--- config.mk ---
export PLATFORM = sky130hd
export DESIGN_NAME = ssc_config_regs
export DESIGN_NICKNAME = d
export VERILOG_FILES = /design/src/hw/ssc_pkg.sv /design/src/hw/ssc_config_regs.sv
export SDC_FILE = /design/constraint.sdc
export NUM_CORES = 1
export LEC_CHECK = 0
export CORE_MARGIN = 2
export CORE_UTILIZATION = 50
export DETAILED_ROUTE_END_ITERATION = 12
export DONT_BUFFER_PORTS = 1
export PLACE_DENSITY = 0.73
export SYNTH_ARGS = -nofsm -noshare
export SYNTH_HDL_FRONTEND = slang
export SYNTH_SLANG_ARGS = --single-unit
export TNS_END_PERCENT = 50
--- constraint.sdc ---
create_clock -name clk_sys -period 3.35 [get_ports clk_sys]
set_input_delay 0.1675 -clock clk_sys [delete_from_list [all_inputs] [get_ports clk_sys]]
set_output_delay 0.1675 -clock clk_sys [all_outputs]
set_load 0.005 [all_outputs]
--- src/hw/ssc_pkg.sv ---
// ----------------------------------------------------------------------------
// Overview of operation
// - sequencer clock is the input clock divided by four, shared with converters
// - timing control register is 11 bits, resetting to 00000101001
// - master select one means internal integration timing, zero means slave
// - calibration bit one recalibrates each line, zero once per frame
// - second and third slope bits each enable their extra reset pulse
// - separate bits reverse horizontal and vertical readout order
// - 8-bit column start at address 1, 9-bit row start at 2, both zero
// - 8-bit kernel count at address 3, resetting to 10100000
// - 12-bit reset pulse length in lines at address 4, reset value 2
// - 12-bit dual and triple slope positions at addresses 5 and 6, zero
// - 12-bit frame transfer position at address 7, resetting to 000111100001
// - converter codes at addresses 8, 9, 10 reset to 4A, 6B, 55 hex
// - address 11 holds test path, normal path and bypass nibbles, reset 0F0
// - address 12 holds gain, unity, half gain, input, standby, fast; reset FB0
// - 33-bit trim word split over addresses 13, 14, 15 low to high
// - one timing bit selects vertical subsampling when one
// - clock range codes 11, 10, 01, 00 from fastest to slowest, default 10
// - column start counts eight-pixel groups, positions 0 to 79
// ----------------------------------------------------------------------------
package ssc_pkg;

  localparam int SSC_NUM_REGS = 16;
  localparam int SSC_ADDR_W = 4;
  localparam int SSC_DATA_W = 12;
  localparam int SSC_CNT_W = 5;

  // serial frame: 1 command bit, 4 address bits, 12 data bits
  localparam logic [4:0] SSC_HEAD_LAST = 5'h04;
  localparam logic [4:0] SSC_FRAME_LEN = 5'h11;
  localparam logic [4:0] SSC_CNT_SAT = 5'h1F;

  localparam logic [1:0] SSC_SEQ_DIV_STEP = 2'h1;

  localparam logic [3:0] SSC_ADDR_TIMING = 4'h0;
  localparam logic [3:0] SSC_ADDR_COLUMN = 4'h1;
  localparam logic [3:0] SSC_ADDR_TRIM_HIGH = 4'hF;

  localparam int SSC_TC_MASTER = 0;
  localparam int SSC_TC_SUBSAMPLE = 1;
  localparam int SSC_TC_RANGE_LSB = 2;
  localparam int SSC_TC_ANALOG_OUT = 4;
  localparam int SSC_TC_LINE_CAL = 5;
  localparam int SSC_TC_SLOPE2 = 6;
  localparam int SSC_TC_SLOPE3 = 7;
  localparam int SSC_TC_REV_X = 8;
  localparam int SSC_TC_REV_Y = 9;
  localparam int SSC_TC_NONDESTR = 10;
  localparam logic [11:0] SSC_TC_RESET_ONLY = 12'h00D;

  localparam logic [1:0] SSC_RANGE_ABOVE_80 = 2'h3;
  localparam logic [1:0] SSC_RANGE_40_80 = 2'h2;
  localparam logic [1:0] SSC_RANGE_20_40 = 2'h1;
  localparam logic [1:0] SSC_RANGE_BELOW_20 = 2'h0;

  localparam logic [7:0] SSC_COL_START_MAX = 8'h4F;

  localparam logic [11:0] SSC_RESET_VAL [SSC_NUM_REGS] = '{
    12'h029, 12'h000, 12'h000, 12'h0A0, 12'h002, 12'h000, 12'h000, 12'h1E1,
    12'h04A, 12'h06B, 12'h055, 12'h0F0, 12'hFB0, 12'hADF, 12'h6DB, 12'h0DB
  };

  localparam logic [11:0] SSC_REG_MASK [SSC_NUM_REGS] = '{
    12'h7FF, 12'h0FF, 12'h1FF, 12'h0FF, 12'hFFF, 12'hFFF, 12'hFFF, 12'hFFF,
    12'h0FF, 12'h0FF, 12'h0FF, 12'hFFF, 12'hFFF, 12'hFFF, 12'hFFF, 12'h1FF
  };

endpackage

--- src/hw/ssc_config_regs.sv ---
`timescale 1ns/1ps
module ssc_config_regs
  import ssc_pkg::*;
(
  input wire logic clk_sys,
  input wire logic rst,
  input wire logic seq_reset_n,
  input wire logic spi_enable,
  input wire logic spi_clk,
  input wire logic spi_data_in,
  output logic spi_data_out,
  output logic spi_data_oe,
  output logic seq_clk,
  output logic [2:0] int_time_oe,
  output logic master_mode,
  output logic subsample_y,
  output logic [1:0] clk_range,
  output logic analog_out_on,
  output logic line_calib,
  output logic second_slope_on,
  output logic third_slope_on,
  output logic reverse_x,
  output logic reverse_y,
  output logic nondestructive,
  output logic [7:0] column_start,
  output logic [8:0] row_start,
  output logic [7:0] kernel_count,
  output logic [11:0] reset_pulse_lines,
  output logic [11:0] dual_slope_position,
  output logic [11:0] triple_slope_position,
  output logic [11:0] transfer_position,
  output logic [7:0] calibration_level_code,
  output logic [7:0] black_level_code,
  output logic [7:0] offset_level_code,
  output logic [11:0] converter_path_select,
  output logic [11:0] amplifier_settings,
  output logic [32:0] converter_trim
);

  typedef enum logic [3:0] {
    ST_IDLE = 4'b0001,
    ST_HEAD = 4'b0010,
    ST_WR = 4'b0100,
    ST_RD = 4'b1000
  } ssc_state_e;

  ssc_state_e state_reg;
  logic [SSC_CNT_W-1:0] bit_cnt_reg;
  logic [16:0] shift_reg;
  logic [SSC_ADDR_W-1:0] addr_reg;
  logic [SSC_DATA_W-1:0] rd_shift_reg;
  logic [1:0] div_reg;
  logic spi_clk_q;
  logic seq_rst_n_q;
  logic [SSC_DATA_W-1:0] cfg_mem [SSC_NUM_REGS];
  logic [SSC_NUM_REGS-1:0] at_default;
  logic sclk_rise;
  logic sclk_fall;
  logic seq_rst_enter;
  logic head_done;
  logic [SSC_ADDR_W-1:0] head_addr;
  logic commit;
  logic wr_ok;
  logic [SSC_DATA_W-1:0] wr_word;

  // --------------------------------------------------------------------------
  // sequencer clock divider
  // --------------------------------------------------------------------------
  always_ff @(posedge clk_sys) begin
    if (rst) begin
      div_reg <= 2'h0;
    end else begin
      div_reg <= 2'(div_reg + SSC_SEQ_DIV_STEP);
    end
  end

  assign seq_clk = div_reg[1];

  // --------------------------------------------------------------------------
  // pin sampling and edge detection
  // --------------------------------------------------------------------------
  always_ff @(posedge clk_sys) begin
    if (rst) begin
      spi_clk_q <= 1'b0;
      seq_rst_n_q <= 1'b1;
    end else begin
      spi_clk_q <= spi_clk;
      seq_rst_n_q <= seq_reset_n;
    end
  end

  assign sclk_rise = spi_clk & ~spi_clk_q;
  assign sclk_fall = ~spi_clk & spi_clk_q;
  // only the falling edge of the sequencer reset restores the registers,
  // so writes made while it is held low still land
  assign seq_rst_enter = seq_rst_n_q & ~seq_reset_n;

  // --------------------------------------------------------------------------
  // serial frame receiver
  // --------------------------------------------------------------------------
  assign head_done = (state_reg == ST_HEAD) && spi_enable && sclk_rise &&
                     (bit_cnt_reg == SSC_HEAD_LAST);
  assign head_addr = {shift_reg[2:0], spi_data_in};
  // a write needs exactly the full frame; short or long frames are dropped
  assign commit = (state_reg == ST_WR) && !spi_enable &&
                  (bit_cnt_reg == SSC_FRAME_LEN);

  always_ff @(posedge clk_sys) begin
    if (rst) begin
      state_reg <= ST_IDLE;
      bit_cnt_reg <= 5'h00;
      shift_reg <= 17'h00000;
      addr_reg <= 4'h0;
    end else begin
      case (state_reg)
        ST_IDLE: begin
          if (spi_enable) begin
            state_reg <= ST_HEAD;
            bit_cnt_reg <= 5'h00;
          end
        end
        ST_HEAD: begin
          if (!spi_enable) begin
            state_reg <= ST_IDLE;
          end else if (sclk_rise) begin
            shift_reg <= {shift_reg[15:0], spi_data_in};
            bit_cnt_reg <= 5'(bit_cnt_reg + 5'h01);
            if (bit_cnt_reg == SSC_HEAD_LAST) begin
              addr_reg <= head_addr;
              state_reg <= shift_reg[3] ? ST_WR : ST_RD;
            end
          end
        end
        ST_WR: begin
          if (!spi_enable) begin
            state_reg <= ST_IDLE;
          end else if (sclk_rise) begin
            shift_reg <= {shift_reg[15:0], spi_data_in};
            if (bit_cnt_reg != SSC_CNT_SAT) begin
              bit_cnt_reg <= 5'(bit_cnt_reg + 5'h01);
            end
          end
        end
        ST_RD: begin
          if (!spi_enable) begin
            state_reg <= ST_IDLE;
          end
        end
        default: begin
          state_reg <= ST_IDLE;
        end
      endcase
    end
  end

  // --------------------------------------------------------------------------
  // serial readback driver
  // --------------------------------------------------------------------------
  always_ff @(posedge clk_sys) begin
    if (rst) begin
      rd_shift_reg <= 12'h000;
      spi_data_out <= 1'b0;
      spi_data_oe <= 1'b0;
    end else if (head_done && !shift_reg[3]) begin
      rd_shift_reg <= cfg_mem[head_addr];
      spi_data_oe <= 1'b1;
    end else if (state_reg != ST_RD || !spi_enable) begin
      spi_data_out <= 1'b0;
      spi_data_oe <= 1'b0;
    end else if (sclk_fall) begin
      spi_data_out <= rd_shift_reg[11];
      rd_shift_reg <= {rd_shift_reg[10:0], 1'b0};
    end
  end

  // --------------------------------------------------------------------------
  // write qualification
  // --------------------------------------------------------------------------
  always_comb begin
    wr_word = shift_reg[11:0] & SSC_REG_MASK[addr_reg];
    wr_ok = 1'b1;
    // master select and clock range keep their value outside sequencer reset
    if (addr_reg == SSC_ADDR_TIMING && seq_reset_n) begin
      wr_word = (wr_word & ~SSC_TC_RESET_ONLY) |
                (cfg_mem[0] & SSC_TC_RESET_ONLY);
    end
    // only 80 eight-pixel groups exist; out-of-range starts are refused
    if (addr_reg == SSC_ADDR_COLUMN && wr_word[7:0] > SSC_COL_START_MAX) begin
      wr_ok = 1'b0;
    end
  end

  // --------------------------------------------------------------------------
  // register storage
  // --------------------------------------------------------------------------
  generate
    for (genvar i = 0; i < SSC_NUM_REGS; i++) begin : g_reg
      always_ff @(posedge clk_sys) begin
        if (rst || seq_rst_enter) begin
          cfg_mem[i] <= SSC_RESET_VAL[i];
        end else if (commit && wr_ok && addr_reg == 4'(i)) begin
          cfg_mem[i] <= wr_word;
        end
      end
      assign at_default[i] = (cfg_mem[i] == SSC_RESET_VAL[i]);
    end
  endgenerate

  // --------------------------------------------------------------------------
  // field outputs
  // --------------------------------------------------------------------------
  assign master_mode = cfg_mem[0][SSC_TC_MASTER];
  assign int_time_oe = {3{cfg_mem[0][SSC_TC_MASTER]}};
  assign subsample_y = cfg_mem[0][SSC_TC_SUBSAMPLE];
  assign clk_range = cfg_mem[0][SSC_TC_RANGE_LSB +: 2];
  assign analog_out_on = cfg_mem[0][SSC_TC_ANALOG_OUT];
  assign line_calib = cfg_mem[0][SSC_TC_LINE_CAL];
  assign second_slope_on = cfg_mem[0][SSC_TC_SLOPE2];
  assign third_slope_on = cfg_mem[0][SSC_TC_SLOPE3];
  assign reverse_x = cfg_mem[0][SSC_TC_REV_X];
  assign reverse_y = cfg_mem[0][SSC_TC_REV_Y];
  assign nondestructive = cfg_mem[0][SSC_TC_NONDESTR];
  assign column_start = cfg_mem[1][7:0];
  assign row_start = cfg_mem[2][8:0];
  assign kernel_count = cfg_mem[3][7:0];
  assign reset_pulse_lines = cfg_mem[4];
  assign dual_slope_position = cfg_mem[5];
  assign triple_slope_position = cfg_mem[6];
  assign transfer_position = cfg_mem[7];
  assign calibration_level_code = cfg_mem[8][7:0];
  assign black_level_code = cfg_mem[9][7:0];
  assign offset_level_code = cfg_mem[10][7:0];
  assign converter_path_select = cfg_mem[11];
  assign amplifier_settings = cfg_mem[12];
  assign converter_trim = {cfg_mem[15][8:0], cfg_mem[14], cfg_mem[13]};

  // --------------------------------------------------------------------------
  // checks
  // --------------------------------------------------------------------------
  logic [SSC_ADDR_W-1:0] chk_addr_q;
  logic [SSC_DATA_W-1:0] chk_word_q;
  logic chk_wr_q;

  always_ff @(posedge clk_sys) begin
    if (rst) begin
      chk_addr_q <= 4'h0;
      chk_word_q <= 12'h000;
      chk_wr_q <= 1'b0;
    end else begin
      chk_addr_q <= addr_reg;
      chk_word_q <= wr_word;
      chk_wr_q <= commit && wr_ok && !seq_rst_enter;
    end
  end
endmodule // ssc_config_regs

# After elaboration in Yosys (flattened, before gate mapping)
# Memories as Yosys holds them, arrays and structs flattened.
# Index checks and enable logic that the tools add are counted.
[word_totals]
mem_bits_ro = 192
ramBits = 192
word_cells = 208
output_inout_bits = 171
ff_bits = 43
mem_count = 2
[mem_list]
columns = ["name", "depth", "word_bits", "read_ports", "rd_ports_with_merged_regs", "wr", "line", "text"]
rows = [
  ["(name not given)", 16, 12, 1, 0, 0, "ssc_config_regs.sv:180", "wr_word = shift_reg[11:0] & SSC_REG_MASK[addr_reg];"],
  ["cfg_mem", 16, 12, 17, 0, 16, "ssc_config_regs.sv:55", "logic [SSC_DATA_W-1:0] cfg_mem [SSC_NUM_REGS];"],
]
[op_classes]
reduce_logical = 42
muxes = 91
eq_ne = 33
bitwise_logic = 26
magnitude_cmp = 2
addsub = 2
[ops]
columns = ["op", "count"]
rows = [
  ["two-way mux 12 bit", 22],
  ["two-way mux 1 bit", 55],
  ["== test 4 bit (second input constant)", 9],
  ["two-way mux 5 bit", 6],
  ["logical AND 1 bit", 25],
  ["two-way mux 4 bit", 6],
  ["== test 4 x 3 -> 1 bit (second input constant)", 5],
  ["bitwise OR 1 bit", 16],
  ["case mux 5 bit (3 select lines)", 1],
  ["!= test 2 bit (second input constant)", 7],
  ["bitwise AND 12 bit", 1],
  ["== test 4 x 2 -> 1 bit (second input constant)", 3],
  ["bitwise OR 12 x 4 -> 12 bit", 1],
  ["case mux 4 bit (3 select lines)", 1],
  ["== test 4 x 1 -> 1 bit (second input constant)", 2],
  ["greater-than comparator 8 x 7 -> 1 bit (second input constant)", 1],
  ["AND reduction 4 bit", 2],
  ["AND reduction 7 bit", 1],
  ["nonzero test 2 bit", 3],
  ["adder 5 x 1 -> 5 bit (second input constant)", 1],
  ["== test 5 x 3 -> 1 bit (second input constant)", 1],
  ["== test 5 bit (second input constant)", 1],
  ["greater-or-equal comparator 5 bit (second input constant)", 1],
  ["!= test 5 bit (second input constant)", 1],
  ["other kinds (15)", 24],
]

# Depth between registers and ports, before layout
[logic_depth]
ltp_word = 16
mapped_depth = 9
mapped_depth_nobuf = 7

# Least setup slack after synthesis
# OpenSTA, ideal clock, no wires.
[synth_timing]
path_type = "register -> register"
startpoint = "reg state_reg[2]"
endpoint = "mem cfg_mem[12][0] (enable)"
required_time_ps = 2952
t_arrival_ps = 2360
slack_ps = 592
stages_incl_launch_ff = 8
period_less_slack_ps = 2758
setup_time_ps = 398
cell_sequence = "dfxtp_1 buf_2 nor4b_4 and3_1 buf_2 nand3_1 clkbuf_1 o21ai_0"
[synth_rtl]
columns = ["element", "line", "text"]
rows = [
  ["start, declared", "ssc_config_regs.sv:47", "ssc_state_e state_reg;"],
  ["start signal, assigned", "ssc_config_regs.sv:130", "state_reg <= shift_reg[3] ? ST_WR : ST_RD;"],
  ["end, declared", "ssc_config_regs.sv:55", ""],
]

==> results.md <==
* Status: completed
* DRC violations left at 0
* FF-to-FF path depth at 5
* CTS Sinks at 235
* Most frequent cells in the layout: edfxtp_1, nor2_1, nand2_1, mux2i_1, dfxtp_1
* Die area at 23000 µm²
* Metal2 WL at 14.4 mm
* Peak VDD IR at 0.000318 V
* Die Span X at 152 µm
* Top Layer Used: met4
* IO Port Bufs at 0
* Post-detail-place hpwl at 22.4 mm
* Slowest cell on crit path: nand3b_1
* Final ANT Viol Nets at 0
* Distinct cells, synth at 51
* Final #Nets at 877
* Fin Hold WS at 39.9 ps
* Crit path kind: flop to flop
* Max-cap viol count at 0
* Total leakage power at 3.83 nW
* YS warnings at 0
* CP startpoint kind: flop
* Clock root cell: clkbuf_16
* Setup Buffers After CTS at 0
* WHS Endpoint: rd_shift_reg[0]
* Fmax at 0.383 GHz
* CTS Hold Buffers Added at 7
* EDFF count, synth at 192
* Total core area at 21200 µm²
* Vias at 7411
* CTS buffer count at 24
* Synth Flop Type: edfxtp_1
* Arrival time worst endpoint at 2820 ps
* DR iter-0 viols at 847
* Pwr Density at 529 nW/µm²
* Hold Crit Depth at 2
* Reg2reg start: state_reg[2]
* Post-cts resize count at 0
* Setup crit end kind: flop
* Mean Syn Cell Area at 12.0 µm²
* Slew HR at 0.305
* Worst-Margin Slew at 1040 ps
* First-pass GRT wire length at 45.2 mm
* Register area share after synthesis at 0.609
* Crit-path cells: nor4b_4, and3_1, nand3b_1, o21ai_1, buf_4
* Slowest stage delay, CP at 530 ps
* Number of global-route vias before repair at 6833
* Post-Syn Area at 10900 µm²
* H-tree depth at 1
* Post-Place Worst Slack at 833 ps
* Wirelength per Cell at 27.3 µm
* Required @ worst endpoint at 3560 ps
* First-pass iteration count of the detailed router at 6
* Final Slew Violations at 0
* FFs w/ async S/R, synth at 0
* Minimum clock period at 2610 ps
* Setup violators final at 0
* Crit path max fanout at 15
* Worst hold start: rst
* Top-Level Pins at 177
* Worst Skew at 15.4 ps
* Most common cell after layout, fill and taps aside: edfxtp_1
* Largest net degree at the start of global routing at 59
* Final TNS setup at 0 ps
* Yosys reg bits at 235
* Post-Route WL at 31.6 mm
* Synth Instances at 904
* CTS Buffer Depth at 3
* Max FFs per register at 192
* Clock transition at the registers of the reported paths at 70 ps
* Layout cells sized above 1 at 0.136
* Met1 Wirelength at 11.4 mm
* Die H at 152 µm
* Final Cell Area at 11700 µm²
* Flop-to-flop setup slack at 740 ps
* Final hold vios at 0
* Placed inst area at 10800 µm²
* Area growth, synth to finish at 7.57%
* GR Overflow Total at 0
* Vias per std cell at 6.39
* Placer Congestion at 0.995
* Initial Utilization at 0.513
* Min-delay worst type: primary input to flop
* Ant. Diodes at 0
* Initial antenna violation count at 0
* Clock Latency Late Sink at 520 ps
* TritonCTS clock tree: done
* Routed wl met3 at 4.81 mm
* GRT Total Usage at 0.272
* Final worst slack at 740 ps
* Critical path startpoint: state_reg[2]
* Worst R2R End: cfg_mem[5][9]
* Fin crit share at 0.779
* Row count at 53
* RSZ-0062 raised after global routing: false
cell usage after synthesis (all sizes together), types with 3 or more instances:
cell type  number  share of area
a21o           12         0.0083
a21oi          15         0.0069
a221oi         20          0.016
a22oi          12         0.0083
and3            9         0.0052
buf            86          0.053
clkbuf         31          0.011
dfxtp          43          0.079
edfxtp        192           0.53
ha              5         0.0058
inv            10         0.0035
mux2i          53          0.049
mux4           28          0.058
nand2          97          0.034
nand2b          6         0.0035
nand3          28          0.013
nand4           3         0.0017
nor2          173          0.060
nor2b           6         0.0035
nor3            4         0.0023
nor4b           4         0.0052
o21ai          19         0.0087
o221ai         10         0.0081
or2             4         0.0023
or3             6         0.0035
xnor2           3         0.0024
stage by stage:
stage / util / cells / total power, mW
global route: 0.551 / 1159 / 6.33
floorplan: - / 916 / 3.53
detailed placement: 0.511 / 1108 / 3.61
global placement: 0.511 / 1108 / 3.60
finish: 0.551 / 1159 / 6.19
CTS: 0.551 / 1159 / 6.19
routing by layer:
| metal | vias up | track usage |
|---|---|---|
| li1 | 3130 | - |
| met1 | 3661 | 0.382 |
| met2 | 546 | 0.411 |
| met3 | 74 | 0.0838 |
| met5 | - | 0 |
| met4 | 0 | 0.0815 |
cell families after synthesis:
logic type | count (synthesis) | share of synthesized area
buffers and inverters | 129 | 0.0682
xor gates and xnor gates | 5 | 0.00403
DFF | 235 | 0.609
adders and majority gates | 5 | 0.00575
other | 1 | 0.000345
AOI/OAI and AO/OA | 100 | 0.0650
muxes | 81 | 0.107
and+or+nand+nor | 348 | 0.141
final cells by class:
type                            count  area, µm²
Multi-Input combinational cell    552       3560
Fill cell                        1762       9520
Tap cell                          275        344
Clock inverter                     14       87.6
Timing Repair Buffer               41        335
Sequential cell                   235       6630
Clock buffer                       30        696
Inverter                           12       45.0
worst max-delay path: cells and delay by family (launching register included):
family	cells	cell delay, ps
simple gates	3	1240
flops	1	480
compound gates	1	320
buf+inv	1	270
power breakdown:
part	internal (mW)	switching [mW]
clock	1.48	1.14
sequential	3.25	0.0792
combinational	0.0845	0.160
worst max path at each step:
stage,end,depth (start not counted),slack [ps]
after CTS,cfg_mem[4][10],5,790
after detailed placement,cfg_mem[5][3],5,830
after global routing,cfg_mem[13][9],8,580
after floorplan,cfg_mem[12][0],7,590
after global placement,cfg_mem[12][0],6,920
final,cfg_mem[5][9],5,740
(Power assumes the default switching activity.)
